$ cat src/logic/isra_pkg.sv
// Shared constants and types of the result-access serial slave.
// Assumes one system clock; all users reference items as isra_pkg::name.
package isra_pkg;
    localparam logic [6:0] SLAVE_ADDR = 7'h0d;
    localparam logic [7:0] CMD_BLK_WR = 8'ha0;
    localparam logic [7:0] CMD_BLK_RD = 8'ha1;
    localparam logic [7:0] CMD_PTR = 8'hb0;
    localparam logic [7:0] STATUS_ADDR = 8'h8f;
    localparam logic [7:0] REAL_HI_ADDR = 8'h94;
    localparam logic [7:0] REAL_LO_ADDR = 8'h95;
    localparam logic [7:0] IMAG_HI_ADDR = 8'h96;
    localparam logic [7:0] IMAG_LO_ADDR = 8'h97;
    localparam int READY_BIT = 1;
    localparam int DONE_BIT = 2;
    localparam logic [7:0] PTR_RESET = 8'h00;
    localparam logic [3:0] BYTE_BITS = 4'h8;
    localparam logic [3:0] LAST_TX_BIT = 4'h7;
    localparam int FIFO_DEPTH = 16;
    localparam int SYNC_WIDTH = 2;

    typedef struct packed {
        logic [7:0] addr;
        logic [7:0] data;
    } isra_wr_type;

    typedef struct packed {
        logic signed [15:0] re;
        logic signed [15:0] im;
    } isra_result_type;

    typedef enum logic [4:0] {
        ST_IDLE = 5'h01,
        ST_RX = 5'h02,
        ST_ACK = 5'h04,
        ST_TX = 5'h08,
        ST_MACK = 5'h10
    } isra_state_type;

    typedef enum logic [5:0] {
        PH_ADDR = 6'h01,
        PH_CMD = 6'h02,
        PH_PTR = 6'h04,
        PH_DATA = 6'h08,
        PH_CNT = 6'h10,
        PH_BLKW = 6'h20
    } isra_phase_type;
endpackage

$ cat src/logic/isra_sync.sv
// Two-flop synchroniser for a group of asynchronous levels.
// Assumes inputs come from pins outside the system clock domain.
`timescale 1ns/1ps
module isra_sync #(
    parameter int WIDTH = 2
) (
    input wire logic clk_in,
    input wire logic rst_in,
    input wire logic [WIDTH-1:0] d_in,
    output logic [WIDTH-1:0] q_out
);
    logic [WIDTH-1:0] meta_r;

    // Idle bus lines are high, so reset to high
    always_ff @(posedge clk_in) begin
        if (rst_in) begin
            meta_r <= '1;
            q_out <= '1;
        end else begin
            meta_r <= d_in;
            q_out <= meta_r;
        end
    end
endmodule // isra_sync

$ cat src/logic/isra_fifo.sv
// Synchronous FIFO with valid/ready on both sides.
// Assumes one clock; flags are registered so they can leave the chip directly.
`timescale 1ns/1ps
module isra_fifo #(
    parameter int WIDTH = 16,
    parameter int DEPTH = 16
) (
    input wire logic clk_in,
    input wire logic rst_in,
    input wire logic in_valid_in,
    input wire logic [WIDTH-1:0] in_data_in,
    output logic in_ready_out,
    output logic out_valid_out,
    output logic [WIDTH-1:0] out_data_out,
    input wire logic out_ready_in
);
    localparam int AW = $clog2(DEPTH);
    logic [WIDTH-1:0] mem [DEPTH];
    logic [AW-1:0] wp_r;
    logic [AW-1:0] rp_r;
    logic [AW:0] cnt_r;
    logic [AW:0] cnt_nxt;
    wire push = in_valid_in && in_ready_out;
    wire pop = out_valid_out && out_ready_in;

    assign cnt_nxt = cnt_r + {{AW{1'b0}}, push} - {{AW{1'b0}}, pop};
    assign out_data_out = mem[rp_r];

    always_ff @(posedge clk_in) begin
        if (push) begin
            mem[wp_r] <= in_data_in;
        end
    end

    always_ff @(posedge clk_in) begin
        if (rst_in) begin
            wp_r <= '0;
            rp_r <= '0;
            cnt_r <= '0;
            in_ready_out <= 1'b1;
            out_valid_out <= 1'b0;
        end else begin
            wp_r <= wp_r + AW'(push);
            rp_r <= rp_r + AW'(pop);
            cnt_r <= cnt_nxt;
            in_ready_out <= cnt_nxt != (AW+1)'(DEPTH);
            out_valid_out <= cnt_nxt != '0;
        end
    end
endmodule // isra_fifo

$ cat src/logic/isra_slave.sv
// Serial two-wire slave giving a bus master access to status and results.
// Assumes the measurement engine on mclk_in reports events as one-cycle pulses,
// and takes register writes from the FIFO output.
// Contract
// - Point done sets result-ready flag
// - Frequency commands or reset clear result-ready
// - Last point done sets scan-done flag
// - Sweep start or reset clear scan-done
// - Results are 16-bit, upper byte lower address
// - Results kept through reset, valid when ready
// - Slave only, address 0001101
// - Address MSB first, then direction bit
// - Ack by holding data low at ninth clock
// - Eight bits, then ack; data moves while low
// - First write byte is command or register address
// - Single write: address, register, data, all acked
// - Pointer command loads pointer from next byte
// - Block write: command, count, counted data bytes
// - Single read returns byte at pointer
// - Block read: command, count, restart, read
// - Master NACK then stop ends a read
// - No commands taken in read direction
// - Status byte: bit1 ready, bit2 done
`timescale 1ns/1ps
module isra_slave (
    input wire logic mclk_in,
    input wire logic rst_in,
    input wire logic scl_in,
    input wire logic sda_in,
    output logic sda_out,
    output logic sda_oe_out,
    input wire logic point_done_in,
    input wire logic last_point_in,
    input wire logic freq_cmd_in,
    input wire logic sweep_start_in,
    input wire logic ctrl_reset_in,
    input wire isra_pkg::isra_result_type result_in,
    output logic [7:0] rd_addr_out,
    input wire logic [7:0] rd_data_in,
    output logic [7:0] status_out,
    output logic wr_valid_out,
    output isra_pkg::isra_wr_type wr_out,
    input wire logic wr_ready_in
);
    ////////////////////////////////////////////////////////////////////////////
    logic [1:0] line_s;
    logic scl_q_r;
    logic sda_q_r;
    isra_pkg::isra_state_type state_r;
    isra_pkg::isra_phase_type phase_r;
    logic [3:0] bit_cnt_r;
    logic [7:0] shift_r;
    logic [7:0] tx_r;
    logic rw_r;
    logic mack_r;
    logic blk_wr_r;
    logic blk_rd_r;
    logic [7:0] cnt_r;
    logic [7:0] ptr_r;
    logic [7:0] reg_addr_r;
    logic ready_r;
    logic done_r;
    isra_pkg::isra_result_type res_r;
    logic fifo_ready;
    logic push_r;
    isra_pkg::isra_wr_type push_data_r;

    isra_sync #(
        .WIDTH(isra_pkg::SYNC_WIDTH)
    ) u_sync (
        .clk_in(mclk_in),
        .rst_in(rst_in),
        .d_in({scl_in, sda_in}),
        .q_out(line_s)
    );

    wire scl_s = line_s[1];
    wire sda_s = line_s[0];
    wire scl_rise = scl_s && !scl_q_r;
    wire scl_fall = !scl_s && scl_q_r;
    // Data moving while clock high marks start/stop
    wire bus_start = scl_s && scl_q_r && sda_q_r && !sda_s;
    wire bus_stop = scl_s && scl_q_r && !sda_q_r && sda_s;

    ////////////////////////////////////////////////////////////////////////////
    // Byte completion and decode
    wire rx_done = (state_r == isra_pkg::ST_RX) && scl_fall && (bit_cnt_r == isra_pkg::BYTE_BITS);
    wire addr_match = shift_r[7:1] == isra_pkg::SLAVE_ADDR;
    wire in_addr = phase_r == isra_pkg::PH_ADDR;
    wire in_blkw = phase_r == isra_pkg::PH_BLKW;
    wire in_data = phase_r == isra_pkg::PH_DATA;
    // Full FIFO or spent count refuses the byte with a NACK
    wire wr_ok = fifo_ready && !push_r && (in_data || cnt_r != 8'h00);
    wire do_push = rx_done && (in_data || in_blkw) && wr_ok;
    wire do_ack = rx_done && (in_addr ? addr_match : ((in_data || in_blkw) ? wr_ok : 1'b1));
    wire tx_load = scl_fall && ((state_r == isra_pkg::ST_ACK && rw_r) || (state_r == isra_pkg::ST_MACK && mack_r));

    // Read mux over the pointer
    wire [7:0] stat_byte = {5'h00, done_r, ready_r, 1'b0};
    wire [7:0] rd_byte = (ptr_r == isra_pkg::STATUS_ADDR) ? stat_byte :
        (ptr_r == isra_pkg::REAL_HI_ADDR) ? res_r.re[15:8] :
        (ptr_r == isra_pkg::REAL_LO_ADDR) ? res_r.re[7:0] :
        (ptr_r == isra_pkg::IMAG_HI_ADDR) ? res_r.im[15:8] :
        (ptr_r == isra_pkg::IMAG_LO_ADDR) ? res_r.im[7:0] : rd_data_in;

    ////////////////////////////////////////////////////////////////////////////
    always_ff @(posedge mclk_in) begin
        if (rst_in) begin
            scl_q_r <= 1'b1;
            sda_q_r <= 1'b1;
        end else begin
            scl_q_r <= scl_s;
            sda_q_r <= sda_s;
        end
    end

    // Bus state machine
    always_ff @(posedge mclk_in) begin
        if (rst_in) begin
            state_r <= isra_pkg::ST_IDLE;
            bit_cnt_r <= 4'h0;
            shift_r <= 8'h00;
            tx_r <= 8'h00;
            sda_oe_out <= 1'b0;
            mack_r <= 1'b0;
        end else if (bus_start) begin
            state_r <= isra_pkg::ST_RX;
            bit_cnt_r <= 4'h0;
            sda_oe_out <= 1'b0;
        end else if (bus_stop) begin
            state_r <= isra_pkg::ST_IDLE;
            sda_oe_out <= 1'b0;
        end else begin
            unique case (state_r)
                isra_pkg::ST_IDLE: begin
                    sda_oe_out <= 1'b0;
                end
                isra_pkg::ST_RX: begin
                    if (scl_rise) begin
                        shift_r <= {shift_r[6:0], sda_s};
                        bit_cnt_r <= bit_cnt_r + 4'h1;
                    end else if (rx_done) begin
                        // Drive ack only in clock low before ninth pulse
                        state_r <= do_ack ? isra_pkg::ST_ACK : isra_pkg::ST_IDLE;
                        sda_oe_out <= do_ack;
                    end
                end
                isra_pkg::ST_ACK: begin
                    if (tx_load) begin
                        state_r <= isra_pkg::ST_TX;
                        tx_r <= rd_byte;
                        sda_oe_out <= !rd_byte[7];
                        bit_cnt_r <= 4'h0;
                    end else if (scl_fall) begin
                        state_r <= isra_pkg::ST_RX;
                        sda_oe_out <= 1'b0;
                        bit_cnt_r <= 4'h0;
                    end
                end
                isra_pkg::ST_TX: begin
                    if (scl_fall) begin
                        bit_cnt_r <= bit_cnt_r + 4'h1;
                        tx_r <= {tx_r[6:0], 1'b0};
                        if (bit_cnt_r == isra_pkg::LAST_TX_BIT) begin
                            state_r <= isra_pkg::ST_MACK;
                            sda_oe_out <= 1'b0;
                        end else begin
                            sda_oe_out <= !tx_r[6];
                        end
                    end
                end
                isra_pkg::ST_MACK: begin
                    if (scl_rise) begin
                        mack_r <= !sda_s;
                    end else if (tx_load) begin
                        state_r <= isra_pkg::ST_TX;
                        tx_r <= rd_byte;
                        sda_oe_out <= !rd_byte[7];
                        bit_cnt_r <= 4'h0;
                    end else if (scl_fall) begin
                        // Master NACK ends the read; wait for stop
                        state_r <= isra_pkg::ST_IDLE;
                    end
                end
            endcase
        end
    end

    ////////////////////////////////////////////////////////////////////////////
    // Transaction phase, pointer and counts; only write bytes decode
    always_ff @(posedge mclk_in) begin
        if (rst_in) begin
            phase_r <= isra_pkg::PH_ADDR;
            rw_r <= 1'b0;
            blk_wr_r <= 1'b0;
            blk_rd_r <= 1'b0;
            cnt_r <= 8'h00;
            ptr_r <= isra_pkg::PTR_RESET;
            reg_addr_r <= 8'h00;
            push_r <= 1'b0;
            push_data_r <= '0;
        end else begin
            push_r <= do_push;
            if (bus_start) begin
                phase_r <= isra_pkg::PH_ADDR;
            end else if (bus_stop) begin
                blk_rd_r <= 1'b0;
            end else if (rx_done && do_ack) begin
                unique case (phase_r)
                    isra_pkg::PH_ADDR: begin
                        rw_r <= shift_r[0];
                        phase_r <= isra_pkg::PH_CMD;
                    end
                    isra_pkg::PH_CMD: begin
                        if (shift_r == isra_pkg::CMD_PTR) begin
                            phase_r <= isra_pkg::PH_PTR;
                        end else if (shift_r == isra_pkg::CMD_BLK_WR || shift_r == isra_pkg::CMD_BLK_RD) begin
                            blk_wr_r <= shift_r == isra_pkg::CMD_BLK_WR;
                            phase_r <= isra_pkg::PH_CNT;
                        end else begin
                            reg_addr_r <= shift_r;
                            phase_r <= isra_pkg::PH_DATA;
                        end
                    end
                    isra_pkg::PH_PTR: begin
                        ptr_r <= shift_r;
                        phase_r <= isra_pkg::PH_CMD;
                    end
                    isra_pkg::PH_DATA: begin
                        push_data_r <= '{addr: reg_addr_r, data: shift_r};
                        phase_r <= isra_pkg::PH_CMD;
                    end
                    isra_pkg::PH_CNT: begin
                        cnt_r <= shift_r;
                        blk_rd_r <= !blk_wr_r && shift_r != 8'h00;
                        phase_r <= blk_wr_r ? isra_pkg::PH_BLKW : isra_pkg::PH_CMD;
                    end
                    isra_pkg::PH_BLKW: begin
                        push_data_r <= '{addr: ptr_r, data: shift_r};
                        ptr_r <= ptr_r + 8'h01;
                        cnt_r <= cnt_r - 8'h01;
                    end
                endcase
            end else if (tx_load && blk_rd_r) begin
                ptr_r <= ptr_r + 8'h01;
                cnt_r <= cnt_r - 8'h01;
                blk_rd_r <= cnt_r != 8'h01;
            end
        end
    end

    ////////////////////////////////////////////////////////////////////////////
    // Status flags: a set in the clearing cycle wins
    always_ff @(posedge mclk_in) begin
        if (rst_in) begin
            ready_r <= 1'b0;
            done_r <= 1'b0;
        end else begin
            if (point_done_in) begin
                ready_r <= 1'b1;
            end else if (freq_cmd_in || ctrl_reset_in) begin
                ready_r <= 1'b0;
            end
            if (point_done_in && last_point_in) begin
                done_r <= 1'b1;
            end else if (sweep_start_in || ctrl_reset_in) begin
                done_r <= 1'b0;
            end
        end
    end

    // Results deliberately outside reset
    always_ff @(posedge mclk_in) begin
        if (point_done_in) begin
            res_r <= result_in;
        end
    end

    always_ff @(posedge mclk_in) begin
        if (rst_in) begin
            sda_out <= 1'b0;
            status_out <= 8'h00;
            rd_addr_out <= isra_pkg::PTR_RESET;
        end else begin
            sda_out <= 1'b0;
            status_out <= {5'h00, done_r, ready_r, 1'b0};
            rd_addr_out <= ptr_r;
        end
    end

    isra_fifo #(
        .WIDTH($bits(isra_pkg::isra_wr_type)),
        .DEPTH(isra_pkg::FIFO_DEPTH)
    ) u_fifo (
        .clk_in(mclk_in),
        .rst_in(rst_in),
        .in_valid_in(push_r),
        .in_data_in(push_data_r),
        .in_ready_out(fifo_ready),
        .out_valid_out(wr_valid_out),
        .out_data_out(wr_out),
        .out_ready_in(wr_ready_in)
    );
endmodule // isra_slave

$ cat config.mk
export PLATFORM = sky130hd
export DESIGN_NAME = isra_slave
export DESIGN_NICKNAME = d
export VERILOG_FILES = /design/src/logic/isra_pkg.sv /design/src/logic/isra_sync.sv /design/src/logic/isra_fifo.sv /design/src/logic/isra_slave.sv
export SDC_FILE = /design/constraint.sdc
export NUM_CORES = 1
export LEC_CHECK = 0
export ABC_AREA = 1
export BUFFER_PORTS_ARGS = -buffer_cell sky130_fd_sc_hd__buf_4
export CAP_MARGIN = 0
export CORE_MARGIN = 1
export CORE_UTILIZATION = 40
export CTS_CLUSTER_DIAMETER = 80
export DETAILED_ROUTE_END_ITERATION = 7
export SETUP_SLACK_MARGIN = 0.1
export SLEW_MARGIN = 40
export SYNTH_ARGS = -nofsm -noshare
export SYNTH_HDL_FRONTEND = slang
export SYNTH_SLANG_ARGS = --single-unit
$ cat constraint.sdc
create_clock -name mclk_in -period 2.3 [get_ports mclk_in]
set_clock_uncertainty 0.2 [all_clocks]
set_input_delay 0.23 -clock mclk_in [delete_from_list [all_inputs] [get_ports mclk_in]]
set_output_delay 0.23 -clock mclk_in [all_outputs]
set_load 0.02 [all_outputs]
; ---- Word level (Yosys, flattened, before mapping)
; Memory sizes are Yosys's and may differ from the RTL's. A register that Yosys moved wholly into a read port is not among the register bits.
; Index checks and enable logic that the tools add are counted.
[totals]
register_bits = 148
ram_bits = 256
word_cells = 217
memories = 1
[classes]
addsub = 7
n_eq_ne = 43
mux = 62
bitwise_logic = 4
n_reduce_logical = 67
[memory_table]
columns = name, words, width, read_ports, rd_clocked_by_memory_dff, write_ports, line
row1 = u_fifo.mem, 16, 16, 1, 1, 1, isra_fifo.sv:18  ; logic [WIDTH-1:0] mem [DEPTH];
[op_table]
columns = op, count
row1 = $mux W8, 12
row2 = $eq A8 B8 Y1 const B, 8
row3 = $mux W5, 11
row4 = $pmux W16 S2, 1
row5 = $pmux W8 S2, 2
row6 = $mux W4, 7
row7 = $pmux W8 S3, 1
row8 = $reduce_and A4 Y1, 6
row9 = $logic_and A1 B1 Y1, 23
row10 = $mux W1, 20
row11 = $ne A4 B4 Y1 const B, 5
row12 = $pmux W5 S4, 1
row13 = $pmux W6 S3, 1
row14 = $reduce_and A6 Y1, 3
row15 = $pmux W4 S4, 1
row16 = $reduce_and A8 Y1, 2
row17 = $reduce_bool A8 Y1, 2
row18 = $ne A5 B5 Y1 const B, 3
row19 = $ne A2 B2 Y1 const B, 7
row20 = $ne A3 B2 Y1 const B, 3
row21 = $reduce_bool A3 Y1, 3
row22 = $add A4 B1 Y4, 2
row23 = $add A8 B1 Y8 const B, 1
row24 = $logic_not A1 Y1, 8
row25 = 35 further kinds, 50

; ---- Longest topological paths before layout
; Gate-level depths: netlist of the first run.
[depth]
word_depth = 12
depth_mapped = 15
depth_no_buf = 15

; ---- By module
; Synthesis of the first run repeated with hierarchy kept, for this count alone.
[hier_totals]
cells_unflattened = 1950
hier_area_um2 = 17808.3
[modules_own_cells]
columns = module, n_inst, cells_per_inst, area_per_inst_um2
row1 = isra_fifo, 1, 1152, 11820.1
row2 = isra_slave, 1, 785, 5871.9
row3 = isra_sync, 1, 13, 116.4

; ---- Least setup slack after synthesis of the first run
; No wires, ideal clock.
[synth_timing]
kind = flip-flop to flip-flop
startpoint = reg u_fifo.out_valid_out
endpoint = reg u_fifo.in_ready_out
arrival_ps = 1947
path_slack_ps = 38
stages_incl_launch_ff = 13
synth_period_minus_slack_ps = 2262
cell_sequence = dfxtp_1 > nand2_1 > inv_1 > ha_1 > inv_1 > ha_1 > inv_1 > fa_1 > o21ai_0 > xor2_1 > nand2_1 > inv_1 > nand2_1
[synth_via]
elab_chain_len = 3
[synth_lines]
columns = element, line
row1 = from (decl), isra_fifo.sv:13  ; output logic out_valid_out,
row2 = from (signal assigned), isra_fifo.sv:41  ; out_valid_out <= 1'b0;
row3 = from (signal assigned), isra_fifo.sv:47  ; out_valid_out <= cnt_nxt != '0;
row4 = $logic_and A1 B1 Y1, isra_fifo.sv:24  ; wire pop = out_valid_out && out_ready_in;
row5 = $sub A5 B1 Y5, isra_fifo.sv:26  ; assign cnt_nxt = cnt_r + {{AW{1'b0}}, push} - {{AW{1'b0}}, pop};
row6 = $ne A5 B5 Y1, isra_fifo.sv:46  ; in_ready_out <= cnt_nxt != (AW+1)'(DEPTH);
row7 = to (signal assigned), isra_fifo.sv:46
row8 = to (decl), isra_fifo.sv:12  ; output logic in_ready_out,
; No other way between the ends.
; A chain may end at the register's enable or synchronous reset.

==> results.ini, run 1 <==
[synthesis]
yosys-top-cells-area = edfxtp_1, dfxtp_1, o21ai_0
synth_top_area_frac = 0.5085
synthArstFlopShare = 0
synth_most_common_cell = edfxtp_1
synth_seq_cells = 397
yosys.area.top_type = edfxtp_1
synth_enable_flop_cells = 288
syn_avg_cell_area_um2 = 10.92
synthDistinctLibCells = 49
synthCells = 1558
seq_area_frac_synth = 0.6368
synth-main-ff-cell = edfxtp_1
synth_warnings = 0
netlist_area_um2 = 17010
synth_commonest_cells = edfxtp_1, nand2_1, inv_1

[cells_and_area]
syn_to_final_growth_pct = 24.62
drive_gt1_frac = 0.1981
finalNetCount = 1822
final_cell_area_um2 = 21190
fin_cells = 2326
fill_cells = 3646
diodes = 0

[placement]
io_buffers = 77
placed_area_um2 = 18570
gp_congestion = 0.8349
detailed_place_hpwl_um = 25450
place_inst = 2171

[global_route]
grt_pass1_wl_um = 65140
overflow = 0
grt_max_degree = 40
antenna_found_initial = 0
grtUsageTotal = 0.1942
first_global_vias = 11590

[power]
power_w = 0.01730
p_sw_frac = 0.2462
p_clk_frac = 0.390
power.internal_w = 0.01304
comb_power_share = 0.160
p_switching_w = 0.004261
seqPwrFrac = 0.450
p_leak_nw = 7.831
irDropWorstVdd_v = 0.0005100
power.density_nw_per_um2 = 816.5

[die]
pin_count = 85
std_cell_rows = 75
core_um2 = 41950
die_w_um = 208.2
die_h_um = 208.2
dieArea_um2 = 43350
initial_utilization = 0.4055

[clock_tree]
cts_tree = built
cts.sinks = 397
htreeDepth = 2
clk_latency_ns = 0.55
cts_made_buffers = 43
cts_buffer_depth = 3
clk_pin_slew_ns = 0.05
clock-root-buffer = clkbuf_16

[drt]
viasPerCell = 5.185
drtIter0Drc = 837
drc_errors = 0
first_pass_iters = 5
drtAntennaViolNets = 0
vias = 12060
wl_um = 43200
wl_per_cell_um = 18.57

[setup_path]
cp-start-kind = flip-flop
crit_fanout = 8
cp-end-kind = output port
critical_path_arrival_ns = 2.08
critPathKind = reg -> out
required_ns = 1.87

[run_status]
outcome = finished with violations
violations = negative setup slack

[hold_path]
hold_path.class = in -> reg

[flow_run]
drv_cap = 0

[timing]
period_share = 1.090
timing.final.ws_setup_ns = -0.2070
report.final.slew_viol_count = 0
setup_violations = 16
rsz0062_at_grt = true
worstMarginPinSlew_ns = 0.6721
fin_crit_ns = 2.507
hold_viol_final = 0
max_freq_mhz = 398.9
slew_headroom = 0.5514

routing by layer:
layer	global-route usage	up-vias	routed length (µm)
met5	0	-	0
met4	0.05364	0	950
met3	0.02672	62	2341
met2	0.3291	348	20820
met1	0.2606	5810	19090
li1	-	5841	-
flip-flops by register name (all words and copies together), names as in the netlist, 2 cells and up:
name           cells
reg_addr_r         8
ptr_r              8
rd_addr_out        8
state_r            5
u_sync.meta_r      2
res_r             32
push_data_r       16
tx_r               7
u_fifo.wp_r        4
u_sync.q_out       2
u_fifo.cnt_r       5
shift_r            8
u_fifo.mem       256
cnt_r              8
bit_cnt_r          4
status_out         2
phase_r            6
u_fifo.rp_r        4
stage by stage:
| stage | hold WS, ns | setup TNS, ns | util | setup slack, ns |
|---|---|---|---|---|
| 3_3_place_gp | 0.1944 | 0 | 0.4426 | 0.03473 |
| 6_report | 0.04573 | -2.599 | 0.5053 | -0.2070 |
| 3_5_place_dp | 0.2010 | -0.05951 | 0.4426 | -0.05951 |
| 4_1_cts | 0.03517 | -3.308 | 0.4928 | -0.2655 |
| 5_1_grt | 0.07297 | -3.753 | 0.5053 | -0.2851 |
| 2_1_floorplan | 0.1137 | 0 | - | 0.1069 |
worst max-delay path: stages (launching register included):
cell and delay (ns):
dfxtp_4 0.38, buf_12 0.16, buf_16 0.15, buf_12 0.14, a21oi_1 0.13, o21ai_0 0.10, o211ai_1 0.09, nand3_1 0.13
nand2_2 0.11, buf_4 0.14
cell type report:
class / instances / area (µm²) / share of cell area
Sequential cell: 397 / 10840 / 0.5116
Inverter: 179 / 683.2 / 0.03223
Timing Repair inverter: 1 / 5.005 / 0.0002361
Tap cell: 539 / 674.4 / 0.03182
Clock inverter: 17 / 178.9 / 0.008442
Timing Repair Buffer: 213 / 2207 / 0.1041
Clock buffer: 62 / 1197 / 0.05650
Multi-Input combinational cell: 918 / 5405 / 0.2550
kinds of logic (layout without fill, tap and decap cells):
group                      after synthesis  after routing  synth area share
buffers and inverters                  249            472           0.05922
adders and majority gates               19             19           0.01442
xor gates and xnor gates                16             16          0.008239
AOI/OAI and AO/OA                      358            358            0.1169
and+or+nand+nor                        454            454            0.1265
DFF                                    397            397            0.6368
other                                    1              7         0.0002205
muxes                                   64             64           0.03767
power by group through the flow:
stage,Sequential [W],Clock (W),Combinational [W]
6_report,0.00779,0.00675,0.00277
5_1_grt,0.00780,0.00717,0.00297
4_1_cts,0.00779,0.00687,0.00224
3_5_place_dp,0.00795,0,0.00181
3_3_place_gp,0.00795,0,0.00178
2_1_floorplan,0.00792,0,0.00120
timing repair:
item	in CTS	in global routing
endpoints found under the hold margin	70	1
resized for setup	55	77
setup buffers	10	10
setup endpoints to repair	22	61
hold buffers	42	1
gates cloned	4	10
pin swaps	13	33
cell usage in the layout, fill, tap and decap left out, types with 5 or more instances in the layout:
| cell | instances |
|---|---|
| clkinv_1 | 7 |
| a21oi_2 | 15 |
| buf_12 | 9 |
| clkbuf_1 | 14 |
| o21ai_2 | 5 |
| o211ai_1 | 65 |
| xor2_1 | 11 |
| ha_1 | 16 |
| clkbuf_16 | 52 |
| nand4_1 | 11 |
| nand2_2 | 15 |
| buf_16 | 6 |
| inv_1 | 164 |
| nand3_1 | 83 |
| nor2_2 | 21 |
| nand2_4 | 5 |
| nand2_1 | 161 |
| nor3_1 | 7 |
| nor2_4 | 7 |
| o21ai_1 | 59 |
| nor2_1 | 113 |
| clkbuf_8 | 5 |
| dlygate4sd3_1 | 42 |
| conb_1 | 7 |
| o21ai_0 | 101 |
| edfxtp_1 | 288 |
| buf_4 | 120 |
| dfxtp_1 | 103 |
| mux2i_1 | 62 |
| or2_2 | 6 |
| buf_6 | 24 |
| clkinv_2 | 6 |
| a21oi_1 | 109 |
| inv_2 | 10 |
path summary, 6_finish.rpt:
check / startpoint / end / slack, ns / cells after the start
setup / recovery: u_fifo.rp_r[0]$_SDFF_PP0_ / wr_out[2] / -0.21 / 9
hold / removal: wr_ready_in / u_fifo.rp_r[0]$_SDFF_PP0_ / 0.05 / 7
setup reg to reg: shift_r[1]$_SDFFE_PP0P_ / push_data_r[3]$_SDFFE_PP0P_ / 0.23 / 11
hold reg to reg: u_sync.meta_r[0]$_SDFF_PP1_ / u_sync.q_out[0]$_SDFF_PP1_ / 0.21 / 1
Note: power is estimated with default switching activity, not from simulation.
==> run 2, diff against run 1 <==
- SYNTH_HIERARCHICAL: not set -> 1
==> run 2 against run 1 <==
Effect of this change: largest power group unchanged; sequential power is essentially flat; total power grew 2.1%; via count grew 14%; synthesized area grew 4.7%; combinational power grew 12%; first-iteration DRC count grew 25%; the run still ends with negative setup slack left; synthesized cell count grew 25%; worst hold slack gained 0.0020 ns; non-clock buffer count grew 23.
==> results.ini, run 2 <==
[cells_and_area]
final_common_cell = nand2_1
drive_gt1_frac = 0.1952
reg_top3 = u_fifo/mem (256), res_r (32), push_data_r (16)
regMostFlops = u_fifo/mem
syn_to_final_growth_pct = 28.10
fin_cells = 2778
diodes = 0
most-common-layout-cells = nand2_1, inv_1, edfxtp_1
largest_reg_flops = 256
finalNetCount = 2227

[die]
std_cell_rows = 76
die_w_um = 213
die_h_um = 213
dieArea_um2 = 45370
pin_count = 85
initial_utilization = 0.4098
core_um2 = 43460

[global_route]
first_global_vias = 13120
overflow = 0
antenna_found_initial = 0
grtUsageTotal = 0.2021
grt_pass1_wl_um = 70580
grt_max_degree = 52

[timing]
worstMarginPinSlew_ns = 0.7404
fin_crit_ns = 2.399
whs_ns = 0.04777
report.final.slew_viol_count = 0
slew_headroom = 0.5058
fin_setup_tns_ns = -0.9238
max_freq_mhz = 416.9
period_share = 1.043
hold_viol_final = 0
timing.final.ws_setup_ns = -0.09854
setup_violations = 16
rsz0062_at_grt = true

[run_status]
violations = negative setup slack
outcome = finished with violations

[drt]
wl_um = 46450
drtAntennaViolNets = 0
drc_errors = 0
viasPerCell = 4.931
drtIter0Drc = 1043
first_pass_iters = 5
vias = 13700
wl_per_cell_um = 16.72

[power]
irDropWorstVdd_v = 0.0006079
p_leak_nw = 9.784
power.density_nw_per_um2 = 774.5

[placement]
io_buffers = 77
detailed_place_hpwl_um = 26900
place_ws_ns = 0.09139
place_inst = 2606
gp_congestion = 0.8845

[synthesis]
synth-main-ff-cell = edfxtp_1
yosys.area.top_type = edfxtp_1
synth_commonest_cells = nand2_1, inv_1, edfxtp_1
synthCells = 1950
synth_seq_cells = 397
synth_top_area_frac = 0.4856
synth_warnings = 6
netlist_area_um2 = 17810
seq_area_frac_synth = 0.6082
synth_enable_flop_cells = 288
synthDistinctLibCells = 45
yosys-top-cells-area = edfxtp_1, dfxtp_1, nand2_1
synthArstFlopShare = 0
syn_avg_cell_area_um2 = 9.132
synth_most_common_cell = nand2_1

[clock_tree]
clock-root-buffer = clkbuf_16
cts_made_buffers = 43
cts.sinks = 397
cts_buffer_depth = 3
htreeDepth = 2
cts_tree = built
clk_latency_ns = 0.56
clk_pin_slew_ns = 0.06

[flow_run]
drv_cap = 0

[setup_path]
required_ns = 1.87
critical_path_arrival_ns = 1.97
cp-end-kind = output port
cp-start-kind = flip-flop
critPathKind = reg -> out
crit_fanout = 7
r2r_slack_ns = 0.13

[hold_path]
hold_path.class = in -> reg

## run 2: changes by cell type after synthesis, moves of 6 or more
cell and change:
nor2_1 +6, a21oi_1 -58, buf_2 +18, clkbuf_1 -19, inv_1 +138, o21ai_1 -12
o211ai_1 -62, nand3_1 +173, nand2_1 +364, o21ai_0 -75, buf_6 +8, mux2i_1 -64
## run 2: power breakdown
part	internal [W]	leakage [nW]	switching, W
registers	0.00771	4.18	0.0000728
logic	0.00143	4.93	0.00168
clock network	0.00399	0.674	0.00279
## run 2: logic make-up after synthesis
logic type	synth area share
buffers and inverters	0.09541
xor gates and xnor gates	0.008361
and+or+nand+nor	0.2324
AOI/OAI and AO/OA	0.04307
adders and majority gates	0.01237
other	0.0002106
DFF	0.6082
## run 2: cell type report
cell class	count	area, µm²
clock buffer	53	1145
fill	3866	20640
sequential	397	10850
inverter	316	1227
timing repair inverter	2	22.52
clock inverter	25	227.7
multi-input combinational	1164	5918
timing repair buffer	236	2695
tap	585	732.0
## run 2: timing repair
item	in CTS	in global routing
endpoints found under the hold margin	82	0
resized for setup	87	155
cloned	13	11
endpoints found under the setup margin	20	79
hold buffers	45	0
buffers inserted	11	15
pin swaps	26	47
## run 2: per-layer routing
layer  wire length [µm]  GRT usage  vias up
li1                   -          -     6723
met1              19640     0.2593     6440
met2              22660     0.3445      440
met3               2704    0.03280       96
met4               1447    0.07045        0
met5                  0          0        -
## run 2: critical path, cell delays in order, from the launching register on
cell,delay [ns]
dfxtp_4,0.38
buf_12,0.18
clkinv_16,0.10
buf_12,0.16
nand2_1,0.06
nand3_1,0.08
nand3_2,0.10
nand3_2,0.10
nand2_4,0.12
buf_6,0.12
## run 2: per-stage QoR
step	total power, W	cell area (µm²)	util
2_1_floorplan	0.009451	17830	-
3_3_place_gp	0.009998	19360	0.4454
3_5_place_dp	0.01004	19360	0.4454
4_1_cts	0.01757	21940	0.5050
5_1_grt	0.01840	22810	0.5250
6_report	0.01767	22810	0.5250
## run 2: worst paths after layout
kind	startpoint	to	cells past startpoint
worst max-delay path	u_fifo/rp_r[0]$_SDFF_PP0_	wr_out[5]	9
worst min-delay path	rd_data_in[0]	tx_r[0]$_SDFFE_PP0P_	7
worst max register to register	bit_cnt_r[0]$_SDFFE_PP0P_	cnt_r[6]$_SDFFE_PP0P_	15
worst min register to register	u_sync/meta_r[0]$_SDFF_PP1_	u_sync/q_out[0]$_SDFF_PP1_	2
